$ cat config.mk
export PLATFORM = sky130hd
export DESIGN_NAME = agpt_timer
export DESIGN_NICKNAME = d
export VERILOG_FILES = /design/src/hdl/agpt_pkg.sv /design/src/hdl/agpt_channel.sv /design/src/hdl/agpt_timer.sv
export SDC_FILE = /design/constraint.sdc
export NUM_CORES = 1
export LEC_CHECK = 0
export BUFFER_PORTS_ARGS = -buffer_cell sky130_fd_sc_hd__buf_4
export CORE_MARGIN = 2
export CORE_UTILIZATION = 60
export DETAILED_ROUTE_END_ITERATION = 6
export PLACE_DENSITY = 0.94
export SLEW_MARGIN = 20
export SYNTH_ARGS = -nofsm -noshare
export SYNTH_HDL_FRONTEND = slang
export SYNTH_HIERARCHICAL = 1
export SYNTH_SLANG_ARGS = --single-unit
$ cat constraint.sdc
create_clock -name clock -period 8.1 [get_ports clock]
set_input_delay 1.215 -clock clock [delete_from_list [all_inputs] [get_ports clock]]
set_output_delay 1.215 -clock clock [all_outputs]
set_load 0.005 [all_outputs]
$ cat src/hdl/agpt_pkg.sv
// Shared constants for the advanced general purpose timer.
// Assumes one 125 MHz clock and an active-low asynchronous reset.
package agpt_pkg;
  // ==========================================
  // Variant selection
  localparam logic [1:0] VAR_ADV = 2'h0;
  localparam logic [1:0] VAR_WIDE = 2'h1;
  localparam logic [1:0] VAR_SMALL = 2'h2;
  localparam int NUM_CH = 4;
  localparam int NUM_CMP_ADV = 3;
  localparam int CNT_W_MAX = 32;
  localparam logic [31:0] MASK_16 = 32'h0000_FFFF;
  localparam logic [31:0] MASK_32 = 32'hFFFF_FFFF;
  localparam int PSC_W = 16;
  localparam int DT_W = 8;
  // ==========================================
  // Channel modes
  localparam logic [1:0] CH_OFF = 2'h0;
  localparam logic [1:0] CH_CAPTURE = 2'h1;
  localparam logic [1:0] CH_COMPARE = 2'h2;
  localparam logic [1:0] CH_PWM = 2'h3;
  // ==========================================
  // Trigger modes
  localparam logic [1:0] TRG_NONE = 2'h0;
  localparam logic [1:0] TRG_START = 2'h1;
  localparam logic [1:0] TRG_CLOCK = 2'h2;
  // ==========================================
  // Reset values
  localparam logic [31:0] CNT_RST = 32'h0000_0000;
  localparam logic [15:0] PSC_RST = 16'h0000;
  localparam logic [7:0] DT_RST = 8'h00;
  // Run state machine, one-hot
  typedef enum logic [3:0] {
    ST_IDLE = 4'b0001,
    ST_WAIT = 4'b0010,
    ST_RUN = 4'b0100,
    ST_DONE = 4'b1000
  } agpt_state_e;
endpackage

$ cat src/hdl/agpt_channel.sv
// One capture/compare channel with optional complementary output.
// Assumes cap_in is already synchronised and cnt is the live count.
module agpt_channel (
  input wire logic clock,
  input wire logic rst_n,
  input wire logic [31:0] cnt,
  input wire logic [31:0] ccr,
  input wire logic [1:0] mode,
  input wire logic pol,
  input wire logic cap_in,
  input wire logic cmp_en,
  input wire logic [7:0] dead_time,
  input wire logic force_off,
  input wire logic tick,
  output logic oc,
  output logic ocn,
  output logic [31:0] cap_val,
  output logic cc_evt
);
  logic ref_q, ref_d, cap_p_q, oc_q, oc_d, ocn_q, ocn_d, evt_q, evt_d;
  logic [7:0] dt_q, dt_d;
  logic [31:0] cap_q, cap_d;

  // ==========================================
  // Reference, capture and dead time
  // capture, compare, PWM per channel
  always_comb begin
    ref_d = ref_q;
    cap_d = cap_q;
    evt_d = 1'b0;
    dt_d = (dt_q != 8'h00) ? dt_q - 8'h01 : dt_q;
    case (mode)
      agpt_pkg::CH_CAPTURE: begin
        if (cap_in && !cap_p_q) begin
          cap_d = cnt;
          evt_d = 1'b1;
        end
      end
      agpt_pkg::CH_COMPARE: begin
        if (tick && cnt == ccr) begin
          ref_d = ~ref_q;
          evt_d = 1'b1;
        end
      end
      // 0 gives 0%, above reload 100%
      agpt_pkg::CH_PWM: begin
        ref_d = (cnt < ccr);
        evt_d = tick && (cnt == ccr);
      end
      default: ref_d = 1'b0;
    endcase
    // hold both low for dead time
    if (ref_d != ref_q) begin
      dt_d = dead_time;
    end
    oc_d = (ref_d ^ pol) && (dt_d == 8'h00);
    ocn_d = cmp_en && (!ref_d ^ pol) && (dt_d == 8'h00);
    if (force_off || mode == agpt_pkg::CH_OFF || mode == agpt_pkg::CH_CAPTURE) begin
      oc_d = 1'b0;
      ocn_d = 1'b0;
    end
  end

  // Registered so pins never glitch
  always_ff @(posedge clock or negedge rst_n) begin
    if (!rst_n) begin
      ref_q <= 1'b0;
      cap_p_q <= 1'b0;
      oc_q <= 1'b0;
      ocn_q <= 1'b0;
      evt_q <= 1'b0;
      dt_q <= agpt_pkg::DT_RST;
      cap_q <= agpt_pkg::CNT_RST;
    end else begin
      ref_q <= ref_d;
      cap_p_q <= cap_in;
      oc_q <= oc_d;
      ocn_q <= ocn_d;
      evt_q <= evt_d;
      dt_q <= dt_d;
      cap_q <= cap_d;
    end
  end

  assign oc = oc_q;
  assign ocn = ocn_q;
  assign cap_val = cap_q;
  assign cc_evt = evt_q;

  a_no_overlap: assert property (@(posedge clock) disable iff (!rst_n) !(oc_q && ocn_q && !pol))
    else $error("Complementary outputs overlap");
endmodule

$ cat src/hdl/agpt_timer.sv
// Multichannel timer core: prescaler, counter, four channels.
// Assumes control inputs are steady from software on this clock;
// pin inputs (channels, encoder) arrive asynchronous.
// What this block does
// - advanced 16-bit counter, wide variant 32-bit
// - prescaler divides by 1 to 65536
// - small variants count up, 16-bit reload
// - four channels: capture, compare, PWM, pulse
// - edge or center PWM, 0-100% duty
// - advanced: three complementary pairs with dead time
// - debug halt freezes counter, advanced outputs off
// - export and accept trigger events
// - wide variant quadrature encoder counting
// - own DMA requests on update, capture
// - small variants: one channel, one complement
// - small channel supports all channel modes
// - usable as plain periodic time base
module agpt_timer #(
  parameter logic [1:0] VARIANT = agpt_pkg::VAR_ADV
) (
  input wire logic clock,
  input wire logic rst_n,
  input wire logic cnt_en,
  input wire logic dir_down,
  input wire logic center_mode,
  input wire logic one_pulse,
  input wire logic encoder_mode,
  input wire logic [15:0] psc_div,
  input wire logic [31:0] arr,
  input wire logic [3:0][31:0] ccr,
  input wire logic [3:0][1:0] ch_mode,
  input wire logic [3:0] ch_pol,
  input wire logic [7:0] dead_time,
  input wire logic dbg_halt,
  input wire logic dbg_freeze_en,
  input wire logic [1:0] trig_mode,
  input wire logic trig_in,
  input wire logic enc_a,
  input wire logic enc_b,
  input wire logic [3:0] ch_in,
  output logic [31:0] cnt_val,
  output logic upd_evt,
  output logic trig_out,
  output logic counting,
  output logic [3:0] ch_out,
  output logic [2:0] ch_out_n,
  output logic [3:0][31:0] cap_val,
  output logic [3:0] cc_evt,
  output logic dma_req_upd,
  output logic [3:0] dma_req_cc
);
  // ==========================================
  // Variant properties
  // width set by variant
  localparam logic [31:0] CNT_MASK = (VARIANT == agpt_pkg::VAR_WIDE) ? agpt_pkg::MASK_32 : agpt_pkg::MASK_16;
  localparam bit IS_ADV = (VARIANT == agpt_pkg::VAR_ADV);
  localparam bit IS_SMALL = (VARIANT == agpt_pkg::VAR_SMALL);
  localparam bit HAS_ENC = (VARIANT == agpt_pkg::VAR_WIDE);

  // ==========================================
  // Pin synchronisers
  logic [3:0] ch_s1_q, ch_s2_q;
  logic enc_a1_q, enc_a2_q, enc_b1_q, enc_b2_q, enc_ap_q, enc_bp_q;

  // Two stages before any logic sees a pin
  always_ff @(posedge clock or negedge rst_n) begin
    if (!rst_n) begin
      ch_s1_q <= 4'h0;
      ch_s2_q <= 4'h0;
      enc_a1_q <= 1'b0;
      enc_a2_q <= 1'b0;
      enc_b1_q <= 1'b0;
      enc_b2_q <= 1'b0;
      enc_ap_q <= 1'b0;
      enc_bp_q <= 1'b0;
    end else begin
      ch_s1_q <= ch_in;
      ch_s2_q <= ch_s1_q;
      enc_a1_q <= enc_a;
      enc_a2_q <= enc_a1_q;
      enc_b1_q <= enc_b;
      enc_b2_q <= enc_b1_q;
      enc_ap_q <= enc_a2_q;
      enc_bp_q <= enc_b2_q;
    end
  end

  // ==========================================
  // Run control
  agpt_pkg::agpt_state_e st_q, st_d;
  logic frozen, running, tick, psc_wrap, enc_step, enc_up, go_up, use_enc;
  logic [31:0] arr_m;
  logic [31:0] cnt_q, cnt_d;
  logic [15:0] psc_q, psc_d;
  logic ctr_down_q, ctr_down_d, upd_q, upd_d;
  logic [3:0] cc_int;

  assign arr_m = arr & CNT_MASK;
  // freeze only while halted and enabled
  assign frozen = dbg_halt && dbg_freeze_en;
  assign running = (st_q == agpt_pkg::ST_RUN) && !frozen;
  assign use_enc = HAS_ENC && encoder_mode;

  // start on trigger from another timer
  always_comb begin
    st_d = st_q;
    case (st_q)
      agpt_pkg::ST_IDLE: begin
        if (cnt_en) begin
          st_d = (trig_mode == agpt_pkg::TRG_START) ? agpt_pkg::ST_WAIT : agpt_pkg::ST_RUN;
        end
      end
      agpt_pkg::ST_WAIT: begin
        if (!cnt_en) begin
          st_d = agpt_pkg::ST_IDLE;
        end else if (trig_in) begin
          st_d = agpt_pkg::ST_RUN;
        end
      end
      agpt_pkg::ST_RUN: begin
        if (!cnt_en) begin
          st_d = agpt_pkg::ST_IDLE;
        end else if (one_pulse && upd_d) begin
          st_d = agpt_pkg::ST_DONE; // One-pulse stops at the wrap
        end
      end
      agpt_pkg::ST_DONE: begin
        if (!cnt_en) begin
          st_d = agpt_pkg::ST_IDLE;
        end
      end
      default: st_d = agpt_pkg::ST_IDLE;
    endcase
  end

  always_ff @(posedge clock or negedge rst_n) begin
    if (!rst_n) begin
      st_q <= agpt_pkg::ST_IDLE;
    end else begin
      st_q <= st_d;
    end
  end

  // ==========================================
  // Prescaler and count tick
  // psc_div holds ratio minus one
  assign psc_wrap = (psc_q == psc_div);
  assign enc_step = (enc_a2_q ^ enc_ap_q) || (enc_b2_q ^ enc_bp_q);
  assign enc_up = enc_a2_q ^ enc_bp_q;

  always_comb begin
    if (use_enc) begin
      tick = running && enc_step;
    end else if (trig_mode == agpt_pkg::TRG_CLOCK) begin
      tick = running && trig_in;
    end else begin
      tick = running && psc_wrap;
    end
  end

  always_comb begin
    psc_d = psc_q;
    if (running) begin
      psc_d = psc_wrap ? agpt_pkg::PSC_RST : psc_q + 16'h0001;
    end
  end

  // ==========================================
  // Counter
  // small variants never count down
  always_comb begin
    if (use_enc) begin
      go_up = enc_up;
    end else if (IS_SMALL) begin
      go_up = 1'b1;
    end else if (center_mode) begin
      go_up = !ctr_down_q;
    end else begin
      go_up = !dir_down;
    end
  end

  // wrap against reload, update on wrap
  always_comb begin
    cnt_d = cnt_q;
    ctr_down_d = ctr_down_q;
    upd_d = 1'b0;
    if (tick) begin
      if (go_up) begin
        if (cnt_q >= arr_m) begin
          upd_d = 1'b1;
          if (center_mode && !use_enc && !IS_SMALL) begin
            // center mode turns round at top
            cnt_d = (arr_m - 32'h0000_0001) & CNT_MASK;
            ctr_down_d = 1'b1;
          end else begin
            cnt_d = agpt_pkg::CNT_RST;
          end
        end else begin
          cnt_d = (cnt_q + 32'h0000_0001) & CNT_MASK;
        end
      end else begin
        if (cnt_q == 32'h0000_0000) begin
          upd_d = 1'b1;
          if (center_mode && !use_enc) begin
            cnt_d = 32'h0000_0001 & CNT_MASK;
            ctr_down_d = 1'b0;
          end else begin
            cnt_d = arr_m;
          end
        end else begin
          cnt_d = (cnt_q - 32'h0000_0001) & CNT_MASK;
        end
      end
    end
  end

  // frozen timer keeps count and prescaler
  always_ff @(posedge clock or negedge rst_n) begin
    if (!rst_n) begin
      cnt_q <= agpt_pkg::CNT_RST;
      psc_q <= agpt_pkg::PSC_RST;
      ctr_down_q <= 1'b0;
      upd_q <= 1'b0;
    end else begin
      cnt_q <= cnt_d;
      psc_q <= psc_d;
      ctr_down_q <= ctr_down_d;
      upd_q <= upd_d;
    end
  end

  // ==========================================
  // Channels
  // small variants keep only channel 0
  genvar gi;
  generate
    for (gi = 0; gi < agpt_pkg::NUM_CH; gi++) begin : g_ch
      localparam bit CH_LIVE = !IS_SMALL || (gi == 0);
      localparam bit CH_CMP = IS_ADV ? (gi < agpt_pkg::NUM_CMP_ADV) : (IS_SMALL && gi == 0);
      logic oc_w, ocn_w, evt_w;
      logic [31:0] cap_w;
      agpt_channel u_ch (
        .clock(clock),
        .rst_n(rst_n),
        .cnt(cnt_q),
        .ccr(ccr[gi] & CNT_MASK),
        .mode(CH_LIVE ? ch_mode[gi] : agpt_pkg::CH_OFF),
        .pol(ch_pol[gi]),
        .cap_in(ch_s2_q[gi]),
        .cmp_en(CH_CMP),
        .dead_time(dead_time),
        .force_off(IS_ADV && dbg_halt), // advanced variant only switches off in halt
        .tick(tick),
        .oc(oc_w),
        .ocn(ocn_w),
        .cap_val(cap_w),
        .cc_evt(evt_w)
      );
      assign ch_out[gi] = oc_w;
      assign cap_val[gi] = cap_w;
      assign cc_int[gi] = evt_w;
      if (gi < 3) begin : g_n
        assign ch_out_n[gi] = ocn_w;
      end
    end
  endgenerate

  // ==========================================
  // Event outputs
  // per-instance DMA requests
  // update alone gives a time base
  assign cnt_val = cnt_q;
  assign upd_evt = upd_q;
  assign trig_out = upd_q; // update exported as trigger
  assign dma_req_upd = upd_q;
  assign cc_evt = cc_int;
  assign dma_req_cc = cc_int;
  assign counting = running;

  // ==========================================
  // Checks
  a_psc_wrap: assert property (@(posedge clock) disable iff (!rst_n)
    running && psc_wrap |=> psc_q == 16'h0000)
    else $error("Prescaler did not restart");
  a_psc_step: assert property (@(posedge clock) disable iff (!rst_n)
    running && !psc_wrap |=> psc_q == $past(psc_q) + 16'h0001)
    else $error("Prescaler did not advance");
  a_up_wrap: assert property (@(posedge clock) disable iff (!rst_n)
    tick && go_up && !center_mode && cnt_q >= arr_m |=> cnt_q == 32'h0000_0000 && upd_evt)
    else $error("Up wrap missing update");
  a_down_wrap: assert property (@(posedge clock) disable iff (!rst_n)
    tick && !go_up && !center_mode && cnt_q == 32'h0000_0000 |=> cnt_q == $past(arr_m) && upd_evt)
    else $error("Down wrap wrong");
  a_freeze_hold: assert property (@(posedge clock) disable iff (!rst_n)
    frozen ##1 frozen |-> $stable(cnt_q) && !upd_evt)
    else $error("Counter moved while frozen");
  a_halt_off: assert property (@(posedge clock) disable iff (!rst_n)
    IS_ADV && dbg_halt ##1 dbg_halt |-> ch_out == 4'h0 && ch_out_n == 3'h0)
    else $error("Outputs active during halt");
  a_small_up: assert property (@(posedge clock) disable iff (!rst_n)
    IS_SMALL && tick && cnt_q < arr_m |=> cnt_q == $past(cnt_q) + 32'h0000_0001)
    else $error("Small timer not counting up");
  a_opm_stop: assert property (@(posedge clock) disable iff (!rst_n)
    st_q == agpt_pkg::ST_RUN && cnt_en && one_pulse && upd_d |=> st_q == agpt_pkg::ST_DONE ##1 !tick)
    else $error("One-pulse did not stop");
  a_width_16: assert property (@(posedge clock) disable iff (!rst_n)
    !HAS_ENC |-> cnt_q[31:16] == 16'h0000)
    else $error("Counter exceeds 16 bits");
  a_trig_start: assert property (@(posedge clock) disable iff (!rst_n)
    st_q == agpt_pkg::ST_WAIT && cnt_en && trig_in |=> st_q == agpt_pkg::ST_RUN)
    else $error("Trigger did not start timer");
endmodule

# [After elaboration in Yosys (flattened, before gate mapping)]
# Index checks and enable logic that the tools add are counted.
[word_totals] regBits=241 inputBits=214 elab_cells=208
[classes] addsub=8 n_lt_le_gt_ge=5 n_eq_ne=32 muxes=60 bitwise_logic=11 n_reduce_logical=58
[op_table] operator="$eq 32x16->1" count=4
[op_table] operator="$lt 32x16->1" count=4
[op_table] operator="$mux 32" count=3
[op_table] operator="$mux 8" count=8
[op_table] operator="$mux 16" count=3
[op_table] operator="$add 16x1->16 const B" count=2
[op_table] operator="$ge 32x16->1" count=1
[op_table] operator="$logic_not 32->1" count=1
[op_table] operator="$logic_not 8->1" count=4
[op_table] operator="$reduce_bool 8->1" count=4
[op_table] operator="$sub 16x1->16 const B" count=2
[op_table] operator="$sub 8x1->8 const B" count=4
[op_table] operator="$mux 1" count=30
[op_table] operator="$mux 4" count=6
[op_table] operator="$pmux 1 s3" count=8
[op_table] operator="$logic_and 1x1->1" count=20
[op_table] operator="$eq 2x2->1 const B" count=9
[op_table] operator="$eq 16x16->1" count=1
[op_table] operator="$pmux 4 s4" count=1
[op_table] operator="$eq 2x1->1 const B" count=5
[op_table] operator="$logic_not 1->1" count=10
[op_table] operator="$logic_not 2->1" count=4
[op_table] operator="$logic_or 1x1->1" count=8
[op_table] operator="$reduce_and 2->1" count=4
[op_table] operator="other kinds (14)" count=28

# [Depth between registers and ports, before layout]
[logic_depth] depth_word=13 mapped_depth=15 ltp_nobuf=12

# [Modules after synthesis]
# Netlist, hierarchy kept.
[modules_own_cells] mod="agpt_channel" instances=4 cells_per_inst=284 area_per_inst_um2=2941.6 seq_area_each_um2=1126.1
[modules_own_cells] mod="agpt_timer" instances=1 cells_per_inst=517 area_per_inst_um2=4231.6 seq_area_each_um2=1152.4

# [Worst setup path before layout]
# Ideal clock, no wire load.
[synth_path] path_kind="in2reg" startpoint="in psc_div[1]" endpoint="reg g_ch[0].u_ch.dt_q[0]" setup_ns=0.125 arrival_ns=3.708 required_ns=7.975 path_slack_ns=4.267 stages=14 n_path_buf=2 path_cell_list="xnor2_1 > nand4_1 > nor4_4 > a31oi_1 > inv_1 > buf_2 > nand4_1 > nor2_1 > nand3_1 > a21o_1 > o31ai_1 > or2_1 > buf_2 > mux2_2"
[synth_via] elab_chain_cells=8
[synth_rtl] item="from (decl)" line="agpt_timer.sv:28" rtl="input wire logic [15:0] psc_div,"
[synth_rtl] item="$eq 16x16->1" line="agpt_timer.sv:147" rtl="assign psc_wrap = (psc_q == psc_div);"
[synth_rtl] item="$logic_and 1x1->1" line="agpt_timer.sv:157" rtl="tick = running && psc_wrap;"
[synth_rtl] item="$mux 1" line="agpt_timer.sv:154" rtl="end else if (trig_mode == agpt_pkg::TRG_CLOCK) begin"
[synth_rtl] item="net tick" line="agpt_timer.sv:91" rtl="logic frozen, running, tick, psc_wrap, enc_step, enc_up, go_up, use_enc;"
[synth_rtl] item="$logic_and 1x1->1" line="agpt_channel.sv:40" rtl="if (tick && cnt == ccr) begin"
[synth_rtl] item="$mux 1" line="agpt_channel.sv:40"
[synth_rtl] item="$pmux 1 s3" line="agpt_channel.sv:32" rtl="case (mode)"
[synth_rtl] item="$ne 1x1->1" line="agpt_channel.sv:53" rtl="if (ref_d != ref_q) begin"
[synth_rtl] item="$mux 8" line="agpt_channel.sv:53"
[synth_rtl] item="net g_ch[0].u_ch.dt_d[0]" line="agpt_channel.sv:21" rtl="logic [7:0] dt_q, dt_d;"
[synth_rtl] item="to (signal assigned)" line="agpt_channel.sv:72" rtl="dt_q <= agpt_pkg::DT_RST;"
[synth_rtl] item="to (signal assigned)" line="agpt_channel.sv:80" rtl="dt_q <= dt_d;"
[synth_rtl] item="to (decl)" line="agpt_channel.sv:21"
# The timed path passes the listed nets, and every way through them passes these cells.
# A chain may end at the register's enable or synchronous reset.

# [Worst setup path after layout]
[layout_path] startpoint="in psc_div[13]" endpoint="reg g_ch[2].u_ch.dt_q[6]"
[layout_via] elab_chain_cells=8
[layout_rtl] item="$eq 16x16->1" line="agpt_timer.sv:147"
[layout_rtl] item="$logic_and 1x1->1" line="agpt_timer.sv:157"
[layout_rtl] item="$mux 1" line="agpt_timer.sv:154"
[layout_rtl] item="$logic_and 1x1->1" line="agpt_channel.sv:40"
[layout_rtl] item="$mux 1" line="agpt_channel.sv:40"
[layout_rtl] item="$pmux 1 s3" line="agpt_channel.sv:32"
[layout_rtl] item="$ne 1x1->1" line="agpt_channel.sv:53"
[layout_rtl] item="$mux 8" line="agpt_channel.sv:53"
[layout_rtl] item="net g_ch[2].u_ch.dt_d[6]" line="agpt_channel.sv:21"
[layout_rtl] item="to (signal assigned)" line="agpt_channel.sv:72"
[layout_rtl] item="to (signal assigned)" line="agpt_channel.sv:80"
[layout_rtl] item="to (decl)" line="agpt_channel.sv:21"
# The timed path passes the listed nets, and every way through them passes these cells.

==> metrics.yaml <==
outcome: "finished, final reports clean"
rsz0062_at_grt: "no"
critical_path_class: "in2reg"
crit_start: "psc_div[13]"
wl_per_cell_um: 19.7
finalHoldViolations: 0
cts_tree: "done"
numPortBuffers: 293
finalWorstSetupSlack_ns: 3.72
ctsResizeCount: 0
clock-sinks: 225
rows: 59
end_kind: "register"
cts_root_buf: "clkbuf_16"
rrSetupSlack_ns: 4.03
pin_count: 393
powerDensity_mw_per_mm2: 274
area_growth_pct: 25.0
antenna_found_initial: 3
worstPathMaxFanout: 26
setup_viol: 0
tightestPinTransition_ns: 1.11
postCtsSetupBuffers: 0
wl_um: 48500
required_ns: 8.51
syn_inst: 1650
relSlewSlack_pct: 25.6
dp_hpwl_um: 34600
numCtsBuffers: 26
power_leakage_nw: 9.83
dieArea_sq_mm: 0.0279
grt-ovfl-total: 0
core_area_sq_mm: 0.0261
insertion_delay_ns: 0.55
r2r-start: "psc_q[13]$_DFFE_PN0P_"
syn_avg_cell_area_sq_um: 9.67
netlist_area_sq_mm: 0.0160
arrival_ns: 4.80
timing.hold.ws_ns: 0.348
yosysWarnings: 6
nNetsFinal: 2484
detail_route.drc_violations: 0
track_usage_pct: 34.1
start_kind: "input pin"
via_per_inst: 5.84
ant_nets: 0
dr.first_iter.drc_count: 1205
nFillCells: 1674
routabilityCongestion: 0.981
drive_above_1_share_pct: 26.6
tns_ns: 0
postCtsHoldBufs: 0
grt_pass1_wl_um: 76800
clk_pin_slew_ns: 0.06
max_cap_violations: 0
holdCritPathClass: "reg2reg"
vdd_drop_max_mv: 0.232
fp.dieH_um: 167
vias: 14400
drtPass1Iterations: 6
fin_skew_ns: 0.0296
max_freq_mhz: 228
grt_pass1_vias: 15000
min_period_ns: 4.38
start_util_pct: 61.2
chipWidth_um: 167
utilization_pct: 76.6
worstReg2RegEnd: "g_ch[2].u_ch/dt_q[6]$_DFF_PN0_"
min_period_over_period_pct: 54.1
clockBufferDepth: 3
post-place-ws_ns: 3.37
htreeDepth: 1
drv_slew: 0
setup.worst_path.end: "g_ch[2].u_ch/dt_q[6]$_DFF_PN0_"
rr_worst_depth: 14
grt_max_degree: 113
## flip-flops by register name, indices dropped and copies added (netlist names)
name / flops
ch_s1_q: 4
ch_s2_q: 4
cnt_val: 16
ctr_down_q: 1
dma_req_upd: 1
g_ch.u_ch/cap_p_q: 4
g_ch.u_ch/cap_val: 128
g_ch.u_ch/cc_evt: 4
g_ch.u_ch/dt_q: 32
g_ch.u_ch/oc: 4
g_ch.u_ch/ocn: 3
g_ch.u_ch/ref_q: 4
psc_q: 16
st_q: 4
## layout make-up
type                            instances  area [sq um]  area share (%)
Sequential cell                       225          5630            28.2
Clock inverter                         12           179           0.897
Antenna cell                            1          2.50          0.0125
Multi-Input combinational cell       1365          9970            50.0
Inverter                              184           691            3.46
Clock buffer                           34           711            3.56
Timing Repair Buffer                  311          2340            11.7
Tap cell                              335           419            2.10
## power breakdown
| part | internal (W) | switching, W | leakage (nW) |
|---|---|---|---|
| Combinational | 0.00115 | 0.00118 | 6.58 |
| Sequential | 0.00145 | 0.000455 | 2.82 |
| Clock | 0.000744 | 0.000489 | 0.427 |
| Total | 0.00335 | 0.00212 | 9.83 |
## layer usage
metal / GRT usage (%) / part of all wire (%) / wire length (um) / up-vias
li1: - / - / - / 6585
met1: 39.5 / 36 / 17500 / 6858
met2: 58.7 / 48 / 23400 / 792
met3: 9.34 / 11 / 5230 / 177
met4: 15.9 / 4.9 / 2360 / 4
met5: 0 / 0.068 / 33 / -
## worst min-delay path by stage
| stage | startpoint | endpoint | depth (start not counted) |
|---|---|---|---|
| 3_5_place_dp | ch_s1_q[1]$_DFF_PN0_ | ch_s2_q[1]$_DFF_PN0_ | 0 |
| 4_1_cts | ch_s1_q[1]$_DFF_PN0_ | ch_s2_q[1]$_DFF_PN0_ | 0 |
| 2_1_floorplan | ch_s1_q[0]$_DFF_PN0_ | ch_s2_q[0]$_DFF_PN0_ | 0 |
| 6_report | ch_s1_q[1]$_DFF_PN0_ | ch_s2_q[1]$_DFF_PN0_ | 0 |
| 5_1_grt | ch_s1_q[1]$_DFF_PN0_ | ch_s2_q[1]$_DFF_PN0_ | 0 |
| 3_3_place_gp | ch_s1_q[3]$_DFF_PN0_ | ch_s2_q[3]$_DFF_PN0_ | 0 |
## placed cells by master (no fill, tap or decap), types with 8 or more instances in the layout
cell,instances
mux2i_1,8
xor2_1,21
o31ai_1,10
clkbuf_16,26
ha_1,157
o21ai_0,39
a22oi_1,9
a21o_1,26
dfrtp_1,224
mux2_2,161
nor4_1,30
buf_4,310
xnor2_1,59
conb_1,211
or3_1,9
a21oi_1,76
nand3_1,34
nand2_1,115
nor3_1,36
o211ai_1,8
inv_1,184
and3_1,11
o22ai_1,8
nor2_1,94
or4_1,13
nand4_1,50
nand2b_1,8
## worst max-delay path, stage by stage
cell     delay, ns
buf_4         0.12
xnor2_1       0.24
nand4_1       0.19
nor4_4        0.57
a31oi_1       0.15
buf_4         0.22
inv_1         0.06
buf_4         0.35
nand4_1       0.14
nor2_1        0.18
nand3_1       0.22
a21o_1        0.25
o31ai_1       0.07
or2_1         0.40
mux2_2        0.40
## stage by stage
stage          instances  power, W  instance area (sq um)
6_report            2467   0.00547                  20000
5_1_grt             2466   0.00579                  19900
4_1_cts             2466   0.00541                  19900
3_5_place_dp        2420   0.00415                  19100
3_3_place_gp        2420   0.00400                  19100
2_1_floorplan       1859   0.00322                  16700
(Power assumes the default switching activity.)
